File: src/rtl/uart_rx_pkg.sv
package uart_rx_pkg;

    // Register byte offsets
    localparam logic [3:0] OFS_CTRL_A    = 4'h0;
    localparam logic [3:0] OFS_CTRL_B    = 4'h4;
    localparam logic [3:0] OFS_CTRL_C    = 4'h8;
    localparam logic [3:0] OFS_DATA      = 4'hC;

    // ctrl_status_a bit positions
    localparam int A_RXC                 = 7;
    localparam int A_FE                  = 4;
    localparam int A_DOR                 = 3;
    localparam int A_UPE                 = 2;

    // ctrl_status_b bit positions
    localparam int B_RXCIE               = 7;
    localparam int B_RXEN                = 4;
    localparam int B_SIZE2               = 2;
    localparam int B_RX_NINTH            = 1;
    localparam int B_TX_NINTH            = 0;

    // ctrl_status_c bit positions
    localparam int C_PCHK                = 5;
    localparam int C_PODD                = 4;
    localparam int C_STOP                = 3;
    localparam int C_SIZE1               = 2;
    localparam int C_SIZE0               = 1;

    // Reset values
    localparam logic [7:0] CTRL_B_RESET  = 8'h00;
    localparam logic [7:0] CTRL_C_RESET  = 8'h06;

    // Character size codes
    localparam logic [2:0] SIZE_FIVE     = 3'h0;
    localparam logic [2:0] SIZE_SIX      = 3'h1;
    localparam logic [2:0] SIZE_SEVEN    = 3'h2;
    localparam logic [2:0] SIZE_NINE     = 3'h7;

    // Bit counts
    localparam logic [3:0] BITS_FIVE     = 4'h5;
    localparam logic [3:0] BITS_SIX      = 4'h6;
    localparam logic [3:0] BITS_SEVEN    = 4'h7;
    localparam logic [3:0] BITS_EIGHT    = 4'h8;
    localparam logic [3:0] BITS_NINE     = 4'h9;

    // AXI responses
    localparam logic [1:0] RESP_OKAY     = 2'h0;
    localparam logic [1:0] RESP_SLVERR   = 2'h2;

    typedef struct packed {
        logic [2:0] size;
        logic       parity_on;
        logic       parity_odd;
    } format_type;

    typedef struct packed {
        logic [7:0] data;
        logic       ninth;
        logic       frame_err;
        logic       parity_err;
    } frame_type;

    typedef struct packed {
        frame_type  frame;
        logic       overrun;
    } entry_type;

    typedef enum logic [1:0] {
        SH_IDLE,
        SH_DATA,
        SH_PARITY,
        SH_STOP
    } shift_state_type;

    function automatic logic [3:0] data_bits(input logic [2:0] size);
        case (size)
            SIZE_FIVE:  data_bits = BITS_FIVE;
            SIZE_SIX:   data_bits = BITS_SIX;
            SIZE_SEVEN: data_bits = BITS_SEVEN;
            SIZE_NINE:  data_bits = BITS_NINE;
            default:    data_bits = BITS_EIGHT;
        endcase
    endfunction

endpackage

File: src/rtl/uart_rx_shifter.sv
`timescale 1ns/1ps
`default_nettype none

module uart_rx_shifter
    import uart_rx_pkg::*;
(
    // Clock and reset
    input  wire logic       aclk,
    input  wire logic       aresetn,
    // Control
    input  wire logic       enable,
    input  wire format_type fmt,
    // Sampled line, one decided bit per tick
    input  wire logic       line,
    input  wire logic       bit_tick,
    // Results
    output logic            start_seen,
    output logic            frame_valid,
    output frame_type       frame
);

    typedef struct packed {
        shift_state_type st;
        logic [3:0]      cnt;
        logic [8:0]      bits;
        logic            pbit;
        logic            start;
        logic            valid;
        frame_type       frame;
    } shifter_state_type;

    shifter_state_type state;
    shifter_state_type next_state;

    always_comb begin
        logic [3:0] nbits;
        nbits = data_bits(fmt.size);
        next_state = state;
        next_state.start = 1'b0;
        next_state.valid = 1'b0;
        if (!enable) begin
            next_state.st = SH_IDLE;
            next_state.cnt = 4'h0;
        end else if (bit_tick) begin
            case (state.st)
                SH_IDLE: begin
                    if (!line) begin
                        next_state.st = SH_DATA;
                        next_state.cnt = 4'h0;
                        next_state.bits = 9'h000;
                        next_state.start = 1'b1;
                    end
                end
                SH_DATA: begin
                    next_state.bits[state.cnt] = line;
                    if (state.cnt == nbits - 4'h1) begin
                        next_state.st = fmt.parity_on ? SH_PARITY : SH_STOP;
                    end else begin
                        next_state.cnt = state.cnt + 4'h1;
                    end
                end
                SH_PARITY: begin
                    next_state.pbit = line;
                    next_state.st = SH_STOP;
                end
                SH_STOP: begin
                    // Further stop bits look like idle line
                    next_state.st = SH_IDLE;
                    next_state.valid = 1'b1;
                    next_state.frame.data = state.bits[7:0];
                    next_state.frame.ninth = (nbits == BITS_NINE) & state.bits[8];
                    next_state.frame.frame_err = ~line;
                    next_state.frame.parity_err = fmt.parity_on
                        & ((^state.bits ^ state.pbit) != fmt.parity_odd);
                end
                default: next_state.st = SH_IDLE;
            endcase
        end
    end

    always_ff @(posedge aclk) begin
        if (!aresetn) begin
            state <= '0;
        end else begin
            state <= next_state;
        end
    end

    assign start_seen  = state.start;
    assign frame_valid = state.valid;
    assign frame       = state.frame;

endmodule

`default_nettype wire

File: src/rtl/uart_rx_buffer.sv
// Contract
// - Ninth bit readable in control register B
// - Data read advances the receive buffer
// - Receive-complete set while buffer holds frames
// - Receiver off empties buffer, clears flag
// - Interrupt requested while flag and enables set
// - Error flags buffered with frame, read A
// - Writes to error flags have no effect
// - Error flags never raise interrupts
// - Frame error mirrors first stop bit
// - Only first stop bit is checked
// - Overrun: buffer full, frame waiting, start
// - Overrun clears on successful transfer
// - Parity error zero when checking off
// - Upper bit enables, lower selects parity
// - Parity computed, compared, stored with data
// - Parity error only if enabled at arrival
// - Receiver disable is immediate, aborts frame
// - Disabled receiver releases the pin
// - Start bit begins frame, stop completes
// - Unused upper data bits read zero
// - Enable gives pin to receiver
//
// The placing of the registers and the AXI4-Lite register port were decided locally.
`timescale 1ns/1ps
`default_nettype none

module uart_rx_buffer
    import uart_rx_pkg::*;
#(
    parameter int AXI_ADDR_W = 8
)
(
    // Clock and reset
    input  wire logic                  aclk,
    input  wire logic                  aresetn,
    // AXI4-Lite write address
    input  wire logic [AXI_ADDR_W-1:0] s_axi_awaddr,
    input  wire logic                  s_axi_awvalid,
    output logic                       s_axi_awready,
    // AXI4-Lite write data
    input  wire logic [31:0]           s_axi_wdata,
    input  wire logic [3:0]            s_axi_wstrb,
    input  wire logic                  s_axi_wvalid,
    output logic                       s_axi_wready,
    // AXI4-Lite write response
    output logic [1:0]                 s_axi_bresp,
    output logic                       s_axi_bvalid,
    input  wire logic                  s_axi_bready,
    // AXI4-Lite read address
    input  wire logic [AXI_ADDR_W-1:0] s_axi_araddr,
    input  wire logic                  s_axi_arvalid,
    output logic                       s_axi_arready,
    // AXI4-Lite read data
    output logic [31:0]                s_axi_rdata,
    output logic [1:0]                 s_axi_rresp,
    output logic                       s_axi_rvalid,
    input  wire logic                  s_axi_rready,
    // Serial side
    input  wire logic                  serial_rx_pin,
    input  wire logic                  rx_bit_tick,
    output logic                       rx_pin_claimed,
    // Interrupt
    input  wire logic                  global_irq_on,
    output logic                       rx_complete_irq
);

    initial begin
        if (AXI_ADDR_W < 4) begin
            $error("AXI_ADDR_W must be at least 4");
        end
    end

    typedef struct packed {
        logic [1:0]            sync;
        logic                  rx_complete_irq_on;
        logic                  receiver_on_bit;
        logic                  buffered_ninth_bit;
        logic [2:0]            char_size_field;
        logic                  parity_check_on;
        logic                  parity_odd_select;
        logic                  stop_bit_count_select;
        entry_type [1:0]       fifo;
        logic                  rd_ptr;
        logic [1:0]            count;
        logic                  pend_valid;
        frame_type             pend;
        logic                  lost;
        logic                  aw_got;
        logic [AXI_ADDR_W-1:0] aw_addr;
        logic                  w_got;
        logic [7:0]            w_data;
        logic                  w_lane0;
        logic                  bvalid;
        logic [1:0]            bresp;
        logic                  rvalid;
        logic [1:0]            rresp;
        logic [31:0]           rdata;
    } buffer_state_type;

    buffer_state_type state;
    buffer_state_type next_state;

    format_type fmt;
    logic       start_seen;
    logic       frame_valid;
    frame_type  frame;

    function automatic logic hits(input logic [AXI_ADDR_W-1:0] addr,
                                  input logic [3:0] ofs);
        hits = (addr == AXI_ADDR_W'(ofs));
    endfunction

    function automatic logic mapped(input logic [AXI_ADDR_W-1:0] addr);
        mapped = hits(addr, OFS_CTRL_A) | hits(addr, OFS_CTRL_B)
               | hits(addr, OFS_CTRL_C) | hits(addr, OFS_DATA);
    endfunction

    assign fmt.size       = state.char_size_field;
    assign fmt.parity_on  = state.parity_check_on;
    assign fmt.parity_odd = state.parity_odd_select;

    uart_rx_shifter shifter (
        .aclk        (aclk),
        .aresetn     (aresetn),
        .enable      (state.receiver_on_bit),
        .fmt         (fmt),
        .line        (state.sync[1] | ~state.receiver_on_bit),
        .bit_tick    (rx_bit_tick),
        .start_seen  (start_seen),
        .frame_valid (frame_valid),
        .frame       (frame)
    );

    always_comb begin
        entry_type             head;
        logic                  have_aw;
        logic                  have_w;
        logic [AXI_ADDR_W-1:0] waddr;
        logic [7:0]            wdata;
        logic                  wlane;
        logic [7:0]            rbyte;
        logic [7:0]            mask;
        logic [1:0]            cnt;
        logic                  wr_idx;

        next_state = state;
        mask = 8'h00;
        wr_idx = 1'b0;
        head = state.fifo[state.rd_ptr];
        rbyte = 8'h00;
        cnt = state.count;

        next_state.sync = {state.sync[0], serial_rx_pin};

        // Writes: address and data in either order
        have_aw = state.aw_got | (s_axi_awvalid & s_axi_awready);
        have_w = state.w_got | (s_axi_wvalid & s_axi_wready);
        waddr = state.aw_got ? state.aw_addr : s_axi_awaddr;
        wdata = state.w_got ? state.w_data : s_axi_wdata[7:0];
        wlane = state.w_got ? state.w_lane0 : s_axi_wstrb[0];
        if (s_axi_awvalid & s_axi_awready) begin
            next_state.aw_got = 1'b1;
            next_state.aw_addr = s_axi_awaddr;
        end
        if (s_axi_wvalid & s_axi_wready) begin
            next_state.w_got = 1'b1;
            next_state.w_data = s_axi_wdata[7:0];
            next_state.w_lane0 = s_axi_wstrb[0];
        end
        if (have_aw & have_w) begin
            next_state.aw_got = 1'b0;
            next_state.w_got = 1'b0;
            next_state.bvalid = 1'b1;
            next_state.bresp = mapped(waddr) ? RESP_OKAY : RESP_SLVERR;
            // Register A has no writable bits: error flags ignore writes
            if (wlane & hits(waddr, OFS_CTRL_B)) begin
                next_state.rx_complete_irq_on = wdata[B_RXCIE];
                next_state.receiver_on_bit = wdata[B_RXEN];
                next_state.char_size_field[2] = wdata[B_SIZE2];
                next_state.buffered_ninth_bit = wdata[B_TX_NINTH];
            end
            if (wlane & hits(waddr, OFS_CTRL_C)) begin
                next_state.parity_check_on = wdata[C_PCHK];
                next_state.parity_odd_select = wdata[C_PODD];
                next_state.stop_bit_count_select = wdata[C_STOP];
                next_state.char_size_field[1:0] = {wdata[C_SIZE1], wdata[C_SIZE0]};
            end
        end
        if (state.bvalid & s_axi_bready) begin
            next_state.bvalid = 1'b0;
        end

        // Reads: status is taken from the head entry before any pop
        if (state.rvalid & s_axi_rready) begin
            next_state.rvalid = 1'b0;
        end
        if (s_axi_arvalid & s_axi_arready) begin
            if (hits(s_axi_araddr, OFS_CTRL_A)) begin
                rbyte[A_RXC] = (cnt != 2'h0);
                rbyte[A_FE] = (cnt != 2'h0) & head.frame.frame_err;
                rbyte[A_DOR] = (cnt != 2'h0) & head.overrun;
                rbyte[A_UPE] = (cnt != 2'h0) & head.frame.parity_err;
            end else if (hits(s_axi_araddr, OFS_CTRL_B)) begin
                rbyte[B_RXCIE] = state.rx_complete_irq_on;
                rbyte[B_RXEN] = state.receiver_on_bit;
                rbyte[B_SIZE2] = state.char_size_field[2];
                rbyte[B_RX_NINTH] = (cnt != 2'h0) & head.frame.ninth;
                rbyte[B_TX_NINTH] = state.buffered_ninth_bit;
            end else if (hits(s_axi_araddr, OFS_CTRL_C)) begin
                rbyte[C_PCHK] = state.parity_check_on;
                rbyte[C_PODD] = state.parity_odd_select;
                rbyte[C_STOP] = state.stop_bit_count_select;
                rbyte[C_SIZE1] = state.char_size_field[1];
                rbyte[C_SIZE0] = state.char_size_field[0];
            end else if (hits(s_axi_araddr, OFS_DATA)) begin
                mask = 8'hFF >> (4'h8 - data_bits(state.char_size_field));
                if (data_bits(state.char_size_field) > BITS_EIGHT) begin
                    mask = 8'hFF;
                end
                rbyte = (cnt != 2'h0) ? (head.frame.data & mask) : 8'h00;
                if (cnt != 2'h0) begin
                    next_state.rd_ptr = ~state.rd_ptr;
                    cnt = cnt - 2'h1;
                end
            end
            next_state.rvalid = 1'b1;
            next_state.rresp = mapped(s_axi_araddr) ? RESP_OKAY : RESP_SLVERR;
            next_state.rdata = {24'h00_0000, rbyte};
        end

        // Overrun: queue full, a frame waiting, and a new start arrives
        if (start_seen & state.pend_valid & (cnt == 2'h2)) begin
            next_state.lost = 1'b1;
        end
        if (frame_valid) begin
            // A waiting frame left in place is the one lost
            next_state.pend_valid = 1'b1;
            next_state.pend = frame;
        end else if (state.pend_valid & (cnt != 2'h2)) begin
            wr_idx = next_state.rd_ptr ^ cnt[0];
            next_state.fifo[wr_idx].frame = state.pend;
            next_state.fifo[wr_idx].overrun = state.lost | next_state.lost;
            next_state.lost = 1'b0;
            next_state.pend_valid = 1'b0;
            cnt = cnt + 2'h1;
        end
        next_state.count = cnt;

        // Receiver off drops everything at once
        if (!state.receiver_on_bit) begin
            next_state.count = 2'h0;
            next_state.rd_ptr = 1'b0;
            next_state.pend_valid = 1'b0;
            next_state.lost = 1'b0;
        end
    end

    always_ff @(posedge aclk) begin
        if (!aresetn) begin
            state <= '0;
            state.rx_complete_irq_on <= CTRL_B_RESET[B_RXCIE];
            state.receiver_on_bit <= CTRL_B_RESET[B_RXEN];
            state.buffered_ninth_bit <= CTRL_B_RESET[B_TX_NINTH];
            state.char_size_field <= {CTRL_B_RESET[B_SIZE2], CTRL_C_RESET[C_SIZE1],
                                      CTRL_C_RESET[C_SIZE0]};
            state.parity_check_on <= CTRL_C_RESET[C_PCHK];
            state.parity_odd_select <= CTRL_C_RESET[C_PODD];
            state.stop_bit_count_select <= CTRL_C_RESET[C_STOP];
        end else begin
            state <= next_state;
        end
    end

    assign s_axi_awready = ~state.aw_got & ~state.bvalid;
    assign s_axi_wready  = ~state.w_got & ~state.bvalid;
    assign s_axi_bvalid  = state.bvalid;
    assign s_axi_bresp   = state.bresp;
    assign s_axi_arready = ~state.rvalid;
    assign s_axi_rvalid  = state.rvalid;
    assign s_axi_rresp   = state.rresp;
    assign s_axi_rdata   = state.rdata;

    assign rx_pin_claimed = state.receiver_on_bit;
    // Error flags take no part in the request
    assign rx_complete_irq = (state.count != 2'h0)
                           & state.rx_complete_irq_on & global_irq_on;

endmodule

`default_nettype wire

File: config.mk
export PLATFORM = sky130hd
export DESIGN_NAME = uart_rx_buffer
export DESIGN_NICKNAME = d
export VERILOG_FILES = /design/src/rtl/uart_rx_pkg.sv /design/src/rtl/uart_rx_shifter.sv /design/src/rtl/uart_rx_buffer.sv
export SDC_FILE = /design/constraint.sdc
export NUM_CORES = 1
export LEC_CHECK = 0
export ABC_AREA = 1
export BUFFER_PORTS_ARGS = -buffer_cell sky130_fd_sc_hd__buf_4
export CAP_MARGIN = 20
export CORE_MARGIN = 10
export CORE_UTILIZATION = 40
export CTS_BUF_LIST = sky130_fd_sc_hd__clkbuf_8
export DETAILED_ROUTE_END_ITERATION = 16
export GPL_ROUTABILITY_DRIVEN = 0
export HOLD_SLACK_MARGIN = 0.1
export PLACE_DENSITY = 0.59
export RECOVER_POWER = 50
export SYNTH_ARGS = -nofsm -noshare
export SYNTH_HDL_FRONTEND = slang
export SYNTH_SLANG_ARGS = --single-unit
File: constraint.sdc
create_clock -name aclk -period 5.4 [get_ports aclk]
set_input_delay 0.54 -clock aclk [delete_from_list [all_inputs] [get_ports aclk]]
set_output_delay 0.54 -clock aclk [all_outputs]
set_load 0.01 [all_outputs]
==> metrics.md, run 1 <==
| Metric | Value |
|---|---|
| Placed inst area | 5871 µm² |
| Unique masters post-synth | 41 |
| Area grow syn2layout | 7.265% |
| Fill cells | 1,562 |
| Syn_area_per_cell | 6.872 µm² |
| Starting DRT DRC Count | 346 |
| Synth Cell Area | 5580 µm² |
| Flops & latches, synth | 110 |
| Die Width | 138.1 µm |
| Tot GR Track Use | 13.65% |
| Cell area after layout | 5986 µm² |
| Final Cycle Share | 60.64% |
| Via density | 4.558 |
| Slew headroom | 46.81% |
| Worst reg2reg path startpoint | s_axi_rvalid |
| # port buffers | 50 |
| CTS max path bufs | 2 |
| FFs w/ async S/R, synth | 0% |
| Tightest Hold Check Type | in -> reg |
| Die area | 19,080 µm² |
| Global-route wire length before repair | 21,990 µm |
| Post-synth EDFFs | 0 |
| # IOs | 105 |
| Startpoint type of the worst setup path | flip-flop |
| CTS Buf Count | 9 |
| CTS H-tree depth | 3 |
| Largest net degree at the start of global routing | 82 |
| Setup_tns | 0 ns |
| Crit-path max FO | 19 |
| Final WL | 12,880 µm |
| Tmin final | 3.274 ns |
| Mapped Cells | 812 |
| DRT Pass-1 Iters | 5 |
| Overflow after GRT | 0 |
| Vias post-DR | 4,649 |
| Post-synthesis compound-gate area fraction | 15.25% |
| Element type at the critical path end | flip-flop |
| Setup Skew | 0.01810 ns |
| CP arrival | 3.57 ns |
| Hold-fix buffer count after cts | 0 |
| Yosys top cell area share | 39.46% |
| Status | complete, no violations |
| Max VDD drop | 116.1 µV |
| Row count | 43 |
| Simple-gate share of the synthesized area | 24.64% |
| Crit path required time | 5.69 ns |
| Post-CTS setup buffers | 0 |
| Clock sink total | 110 |
| Largest area contributor in the netlist | dfxtp_1 |
| Final HPWL from detailed placement | 9309 µm |
| R2R depth | 13 |
| Final Hold Viols | 0 |
| Dominant cell by count in the synthesized netlist | nand2_1 |
| PostCTS Resize Cnt | 0 |
| Mux cell area share after synthesis | 0.3587% |
| Hold depth | 2 |
| Pwr per Cell Area | 249.3 nW/µm² |
| Root buf cell | clkbuf_8 |
| Initial Utilization | 40.52% |
| Vias in the first global route | 4,425 |
| Leak | 2.647 nW |
| Worst-margin pin slew | 0.7905 ns |
| Synth Warn # | 0 |
| Area contributors post-synth | dfxtp_1, nand2_1, inv_1, o21ai_0, nor2_1 |
| Synth top cells by count | nand2_1, inv_1, dfxtp_1, nor2_1, o21ai_0 |
| Chip height | 138.1 µm |
| Max Clk Rate | 0.3054 GHz |
| CP Class | reg -> reg |
| Post-Synth Adder-Cell Area | 2.242% |
| Seq/Total Area, Yosys | 39.46% |
| Nets | 907 |
| Ant diodes | 0 |
| Antenna-violating nets left | 0 |
| Largest family of logic cells by synthesized area | simple AND/OR/NAND/NOR gates |
| Layout cells sized above 1 | 8.214% |
| Final Setup Violations | 0 |
| Hold_ws | 0.3057 ns |
| Final Max Tran Viols | 0 |
| Main synth FF type | dfxtp_1 |
| Clk pin slew, worst setup/hold paths | 0.11 ns |
| Wirelength per Cell | 12.63 µm |
| Maximum capacitance violations | 0 |
| Synth Area in XOR/XNOR | 2.130% |
| Skew-Pair Late Insertion Delay | 0.39 ns |
| Worst setup startpoint | s_axi_rvalid |
| Core Region | 13,770 µm² |
| Final routed DRC violation total | 0 |
| RSZ-0062 raised after global routing | false |
| Initial antenna violation count | 0 |
| Origin of the worst min-delay path | s_axi_bready |
| CTS tree | done |
==> per-stage QoR <==
step	instances	util (%)	worst slack [ns]	power (mW)
6_report	1020	43.46	2.126	1.492
5_1_grt	1020	43.46	1.676	1.572
4_1_cts	1020	43.92	2.449	1.525
3_5_place_dp	1004	42.62	2.195	1.042
3_3_place_gp	1004	42.62	2.234	1.041
2_1_floorplan	837	-	3.231	1.002
==> final cells by class <==
type,instances,area (µm²),share of cell area (%)
Tap cell,180,225.2,3.763
Sequential cell,110,2202,36.79
Timing Repair Buffer,50,322.8,5.393
Clock buffer,9,123.9,2.069
Clock inverter,7,55.05,0.9197
Multi-Input combinational cell,536,2576,43.04
Inverter,128,480.5,8.027
==> cells in the final DEF, fill, tap and decap left out, types with 6 or more instances in the layout <==
| cell | netlist | routed |
|---|---|---|
| nand2_1 | 166 | 168 |
| inv_1 | 120 | 125 |
| dfxtp_1 | 110 | 110 |
| nor2_1 | 96 | 97 |
| o21ai_0 | 77 | 77 |
| a21oi_1 | 60 | 61 |
| nand3_1 | 36 | 36 |
| buf_4 | 37 | 36 |
| conb_1 | 1 | 26 |
| clkbuf_1 | 16 | 14 |
| ha_1 | 10 | 10 |
| clkbuf_8 | 0 | 9 |
| xnor2_1 | 6 | 6 |
==> where the power goes <==
| part | total (mW) | leakage, nW | internal (mW) | switching (mW) |
|---|---|---|---|---|
| clock network | 0.479 | 0.0977 | 0.175 | 0.304 |
| logic | 0.153 | 1.66 | 0.0551 | 0.0974 |
| registers | 0.861 | 0.892 | 0.838 | 0.0222 |
==> kinds of logic after synthesis <==
| kind of cell | count (synthesis) |
|---|---|
| fa+ha+maj | 10 |
| mux | 2 |
| xor+xnor | 12 |
| compound gates | 158 |
| other cells | 1 |
| flops | 110 |
| simple gates | 328 |
| buf+inv | 191 |
==> flip-flops by register name, summed over array words and instances (netlist names) <==
name	count
shifter.state	16
shifter.start_seen	1
s_axi_bvalid	1
shifter.frame	11
state	62
next_state	1
shifter.frame_valid	1
s_axi_rresp	1
rx_pin_claimed	1
s_axi_rvalid	1
fmt	5
s_axi_bresp	1
s_axi_rdata	8
==> path summary, 6_finish.rpt <==
path	end	slack, ns
worst max-delay path	state[87]	2.13
worst min-delay path	s_axi_bvalid	0.31
worst max register to register	state[87]	2.13
worst min register to register	state[107]	0.42
==> critical path, stage by stage, from the launching register on <==
cell      delay, ns
dfxtp_1        0.32
inv_1          0.08
nand2_1        0.21
inv_1          0.46
nor2_1         0.11
a21oi_1        0.29
ha_1           0.23
nor2_1         0.05
nand2_1        0.07
clkinv_1       0.48
nand3_1        0.65
nand2_1        0.11
inv_1          0.08
nor2_1         0.04
==> per-layer routing <==
layer	part of all wire [%]	up-vias	GRT usage, %
met2	44	106	20.93
met1	50	1996	18.34
li1	-	2533	-
met5	0	-	0
met4	1.7	0	5.716
met3	4.0	14	2.500
Power figures use the tool's default switching activity.
==> inputs of run 2 (changes only) <==
==> constraint.sdc (replaced) <==
create_clock -name aclk -period 3.35 [get_ports aclk]
set_input_delay 0.335 -clock aclk [delete_from_list [all_inputs] [get_ports aclk]]
set_output_delay 0.335 -clock aclk [all_outputs]
set_load 0.01 [all_outputs]
==> run 2 against run 1 <==
  * The run now ends with max-capacitance violations, max-slew violations left
  * Register-to-register slack worse by 1.4 ns
  * Clock skew shrank 0.0047 ns
  * First-iteration DRC count is 18% lower
  * Worst hold slack worse by 0.18 ns
  * Sequential share of layout area is 0.34 points lower
  * Cell count is 0.39% higher
  * Non-clock buffer count increased by 5
  * Combinational power grew 64%
  * Final area is 0.94% higher
  * Die area stayed put
  * Critical path type unchanged
  * Critical endpoint is now state[81]
  * Largest cell class unchanged
  * Highest routed layer unchanged
==> metrics.md, run 2 (synthesized netlist as in run 1, its figures left out) <==
| Metric | Value |
|---|---|
| Status | finished, violations left |
| Failing checks | max-capacitance violations, max-slew violations |
| CTS Buf Count | 9 |
| Layout cells sized above 1 | 8.768% |
| Nets | 912 |
| Die Width | 138.1 µm |
| Critical-path top delay cell | inv_1 |
| Tot GR Track Use | 13.18% |
| RSZ-0062 raised after global routing | false |
| Final HPWL from detailed placement | 9498 µm |
| Chip height | 138.1 µm |
| Element type at the critical path end | flip-flop |
| Post-CTS setup buffers | 0 |
| # port buffers | 50 |
| Max Clk Rate | 0.3860 GHz |
| Tightest Hold Check Type | in -> reg |
| Wirelength per Cell | 12.52 µm |
| Crit. path cell count | 13 |
| Hold_ws | 0.1245 ns |
| CP Class | reg -> reg |
| Area grow syn2layout | 8.273% |
| Worst setup startpoint | s_axi_rvalid |
| Tmin final | 2.591 ns |
| Pwr per Cell Area | 411.7 nW/µm² |
| Final worst slack | 0.7595 ns |
| Final Max Tran Viols | 48 |
| Starting DRT DRC Count | 285 |
| Root buf cell | clkbuf_8 |
| Clk pin slew, worst setup/hold paths | 0.10 ns |
| Placed cell count | 1,008 |
| Most flops, register | state |
| Setup Skew | 0.01338 ns |
| Worst-margin pin slew | 1.829 ns |
| Maximum capacitance violations | 1 |
| Buf/Inv on CP | 4 |
| Crit-path cells | inv_1, nand2_2, inv_1, a31oi_1, ha_1, nor2_1, nand2_1, clkinv_1, buf_4, nand3_4, nand2_1, nand2_1, nor2_1 |
| DRT Pass-1 Iters | 5 |
| Cell area after layout | 6042 µm² |
| Row count | 43 |
| CTS H-tree depth | 3 |
| Setup_tns | 0 ns |
| CTS max path bufs | 2 |
| CP peak stage delay | 0.44 ns |
| CP arrival | 2.92 ns |
| Worst reg2reg path startpoint | s_axi_rvalid |
| Logic pwr share | 10.1% |
| Vias in the first global route | 4,152 |
| Post-Layout Cell Count | 1,024 |
| Vias post-DR | 4,638 |
| RR Endpoint | state[81] |
| CTS tree | done |
| Final Setup Violations | 0 |
| Most frequent cells in the layout | nand2_1, inv_1, dfxtp_1 |
| Initial Utilization | 40.52% |
| Crit path max-delay family | simple AND/OR/NAND/NOR gates |
| P_sw | 0.6729 mW |
| Overflow after GRT | 0 |
| Most common cell after layout, fill and taps aside | nand2_1 |
| Die area | 19,080 µm² |
| Worst Setup EP | state[81] |
| R2R depth | 13 |
| Global-route wire length before repair | 20,990 µm |
| Final routed DRC violation total | 0 |
| Ant diodes | 0 |
| Seq pwr share | 55.7% |
| Skew-Pair Late Insertion Delay | 0.39 ns |
| Largest net degree at the start of global routing | 48 |
| Placed inst area | 5901 µm² |
| Via density | 4.529 |
| Worst reg-to-reg setup slack | 0.76 ns |
| # IOs | 105 |
| Clock share of power | 34.2% |
| Startpoint type of the worst setup path | flip-flop |
| Crit-path most repeated cell | nand2_1 |
| Initial antenna violation count | 0 |
| Slew headroom | -21.93% |
| Final WL | 12,820 µm |
| Worst slack at placement | 0.8226 ns |
| Crit-path max FO | 24 |
| Clock sink total | 110 |
| Power Internal | 1.814 mW |
| Core Region | 13,770 µm² |
| Max VDD drop | 241.2 µV |
| Final Cycle Share | 77.33% |
| Max FFs per register | 62 |
| Final Hold Viols | 0 |
| Leak | 2.661 nW |
| Crit path required time | 3.68 ns |
| Antenna-violating nets left | 0 |
| Switch share | 27.05% |
-- run 2: cell types whose count changed in the layout (fill, tap and decap cells not counted), sizes merged --
cell / before / now
inv: 131 / 128
bufinv: 0 / 1
dlygate4sd3: 0 / 1
clkinv: 4 / 3
clkbuf: 23 / 28
clkinvlp: 0 / 1
-- run 2: tightest hold or removal path, delay by kind of cell --
| kind | cells | cell delay [ns] |
|---|---|---|
| buf+inv | 2 | 0.11 |
| simple gates | 1 | 0.04 |
-- run 2: power by group through the flow --
stage	registers, mW	logic, mW	clock network, mW
final	1.39	0.251	0.850
after global routing	1.40	0.291	0.930
after CTS	1.39	0.265	0.886
after detailed placement	1.42	0.263	0
after global placement	1.42	0.262	0
after floorplan	1.40	0.212	0
-- run 2: metal layers --
layer / vias up / wire (µm) / global-route usage [%]
li1: 2545 / - / -
met4: 0 / 165 / 4.218
met3: 15 / 638 / 3.801
met2: 102 / 5610 / 20.33
met5: - / 0 / 0
met1: 1976 / 6402 / 17.27
-- run 2: stage by stage --
stage / power [mW] / util (%)
CTS: 2.538 / 44.40
global route: 2.616 / 43.87
floorplan: 1.615 / -
global placement: 1.679 / 42.84
detailed placement: 1.680 / 42.84
finish: 2.487 / 43.87
-- run 2: final cells by class --
type	instances	area (µm²)
Fill cell	1519	7731
Multi-Input combinational cell	536	2581
Sequential cell	110	2202
Inverter	128	480.5
Timing Repair Buffer	55	349.1
Tap cell	180	225.2
Clock buffer	10	137.6
Clock inverter	5	66.31
-- run 2: worst min-delay path by stage --
stage	from	end	slack [ns]	depth (start not counted)
5_1_grt	serial_rx_pin	next_state[107]	0.12	3
3_3_place_gp	next_state[107]	state[107]	0.40	2
4_1_cts	serial_rx_pin	next_state[107]	0.11	3
2_1_floorplan	next_state[107]	state[107]	0.39	2
3_5_place_dp	next_state[107]	state[107]	0.40	2
6_report	serial_rx_pin	next_state[107]	0.12	3
-- run 2: repair_timing --
action	CTS	global route
hold buffers	1	0
hold endpoints to repair	1	0
gates resized for setup	0	0
endpoints found under the setup margin	0	0
==> inputs of run 3 (changes only) <==
==> constraint.sdc (replaced) <==
create_clock -name aclk -period 2.65 [get_ports aclk]
set_input_delay 0.265 -clock aclk [delete_from_list [all_inputs] [get_ports aclk]]
set_output_delay 0.265 -clock aclk [all_outputs]
set_load 0.01 [all_outputs]
==> run 3 against run 2 <==
  * The flow still finishes with violations (max-capacitance violations, max-slew violations)
  * Clock skew up 0.0042 ns
  * Sequential share of layout area down 0.33 points
  * Core utilization up 0.40 points
  * Sequential cell count unchanged
  * Power up 26%
  * Wire length up 1.3%
  * Combinational power up 27%
  * Die area unchanged
  * Worst hold slack worse by 0.014 ns
  * Via count up 1.4%
  * Critical path type unchanged
  * Largest power group unchanged
==> metrics.md, run 3 (synthesized netlist as in run 1, its figures left out) <==
| Metric | Value |
|---|---|
| Starting DRT DRC Count | 225 |
| Core Region | 13,770 µm² |
| Crit path required time | 2.94 ns |
| Tmin final | 2.242 ns |
| # IOs | 105 |
| Row count | 43 |
| CTS H-tree depth | 3 |
| CTS max path bufs | 2 |
| Tightest Hold Check Type | in -> reg |
| CTS Buf Count | 9 |
| Max FFs per register | 62 |
| Overflow after GRT | 0 |
| Die area | 19,080 µm² |
| Final Setup Violations | 0 |
| Chip height | 138.1 µm |
| Worst-margin pin slew | 1.880 ns |
| Final HPWL from detailed placement | 9593 µm |
| Clock share of power | 34.1% |
| Crit-path cells | inv_1, nand2_2, inv_2, nor2_1, a21oi_2, ha_1, nor2_1, nand2_1, clkinv_1, nand3_4, nand2_1, nand2_1, nor2_1 |
| Most common cell after layout, fill and taps aside | nand2_1 |
| Setup Skew | 0.01756 ns |
| Max VDD drop | 311.8 µV |
| CP arrival | 2.53 ns |
| Logic pwr share | 10.2% |
| Startpoint type of the worst setup path | flip-flop |
| Skew-Pair Late Insertion Delay | 0.40 ns |
| Buf/Inv on CP | 3 |
| Final Hold Viols | 0 |
| Largest net degree at the start of global routing | 48 |
| Initial antenna violation count | 0 |
| Switch share | 27.04% |
| Power Internal | 2.295 mW |
| Layout cells sized above 1 | 9.166% |
| Ant diodes | 0 |
| Final WL | 12,990 µm |
| Max Clk Rate | 0.4460 GHz |
| Failing checks | max-capacitance violations, max-slew violations |
| Hold depth | 3 |
| Hold EP | state[46] |
| # port buffers | 50 |
| Fin util | 44.27% |
| R2R depth | 13 |
| PostCTS Resize Cnt | 0 |
| Global-route wire length before repair | 21,850 µm |
| CP Class | reg -> reg |
| Clk pin slew, worst setup/hold paths | 0.11 ns |
| Final routed DRC violation total | 0 |
| Final Cycle Share | 84.61% |
| Pwr per Cell Area | 516.0 nW/µm² |
| Multi-input logic area | 2579 µm² |
| Vias in the first global route | 4,532 |
| Register Area | 2202 µm² |
| Clock sink total | 110 |
| Element type at the critical path end | flip-flop |
| Slew headroom | -25.32% |
| Nets | 918 |
| Worst reg-to-reg setup slack | 0.41 ns |
| Origin of the worst min-delay path | s_axi_wdata[7] |
| Area grow syn2layout | 9.260% |
| Total power | 3.146 mW |
| Worst slack at placement | 0.4132 ns |
| Die Width | 138.1 µm |
| Root buf cell | clkbuf_8 |
| Wirelength per Cell | 12.60 µm |
| Maximum capacitance violations | 1 |
| Vias post-DR | 4,701 |
| Seq pwr share | 55.7% |
| Leak | 2.698 nW |
| Worst reg2reg path startpoint | s_axi_rvalid |
| Critical-path top delay cell | dfxtp_1 |
| DRT Pass-1 Iters | 4 |
| CP peak stage delay | 0.32 ns |
| Fill cells | 1,525 |
| RSZ-0062 raised after global routing | false |
| Most frequent cells in the layout | nand2_1, inv_1, dfxtp_1 |
| RR Endpoint | state[77] |
| CTS tree | done |
| Crit-path max FO | 24 |
| Status | finished, violations left |
| Final Max Tran Viols | 48 |
| Tot GR Track Use | 13.61% |
| Final worst slack | 0.4080 ns |
| Via density | 4.560 |
| Most flops, register | state |
| Crit path max-delay family | simple AND/OR/NAND/NOR gates |
| Setup_tns | 0 ns |
| P_sw | 0.8507 mW |
| Antenna-violating nets left | 0 |
| Initial Utilization | 40.52% |
## run 3: worst reg2reg max path, cell delays in order, from the launching register on
cell	delay [ns]
dfxtp_1	0.32
inv_1	0.10
nand2_2	0.15
inv_2	0.28
nor2_1	0.12
a21oi_2	0.19
ha_1	0.20
nor2_1	0.06
nand2_1	0.07
clkinv_1	0.15
nand3_4	0.30
nand2_1	0.10
nand2_1	0.07
nor2_1	0.06
## run 3: worst max-delay path by stage
stage,start,end,cells after the start
final,s_axi_rvalid,state[77],13
after global placement,s_axi_araddr[1],state[80],14
after global routing,s_axi_rvalid,state[75],13
after CTS,s_axi_rvalid,state[77],13
after detailed placement,s_axi_araddr[1],state[75],15
after floorplan,s_axi_rvalid,state[87],14
## run 3: area by class of cell
class	count	area share (%)
multi-input cells	536	42.29
flip-flops and latches	110	36.12
inverters	128	7.880
repair buffers	61	6.649
well taps	180	3.694
clock buffers	10	2.257
clock inverters	6	1.108
## run 3: timing repair
item	CTS	global route
buffers inserted	0	0
hold buffers	3	0
endpoints found under the hold margin	3	0
## run 3: power by group through the flow
stage / sequential [mW] / clock (mW) / combinational (mW)
6_report: 1.75 / 1.07 / 0.320
3_5_place_dp: 1.79 / 0 / 0.335
2_1_floorplan: 1.77 / 0 / 0.268
4_1_cts: 1.75 / 1.11 / 0.339
5_1_grt: 1.76 / 1.18 / 0.370
3_3_place_gp: 1.79 / 0 / 0.333
## run 3: per-layer routing
| layer | vias to the layer above | track usage, % | wire, µm |
|---|---|---|---|
| met5 | - | 0 | 0 |
| met3 | 17 | 3.562 | 563 |
| li1 | 2554 | - | - |
| met1 | 2041 | 17.59 | 6545 |
| met4 | 0 | 5.660 | 295 |
| met2 | 89 | 20.96 | 5583 |
## run 3: through the flow
step           cell area (µm²)  hold slack, ns  cells
6_report                  6097          0.1108   1031
2_1_floorplan             5674          0.3591    837
3_3_place_gp              5931          0.3961   1012
4_1_cts                   6166          0.1029   1031
3_5_place_dp              5931          0.4008   1012
5_1_grt                   6097          0.1233   1031
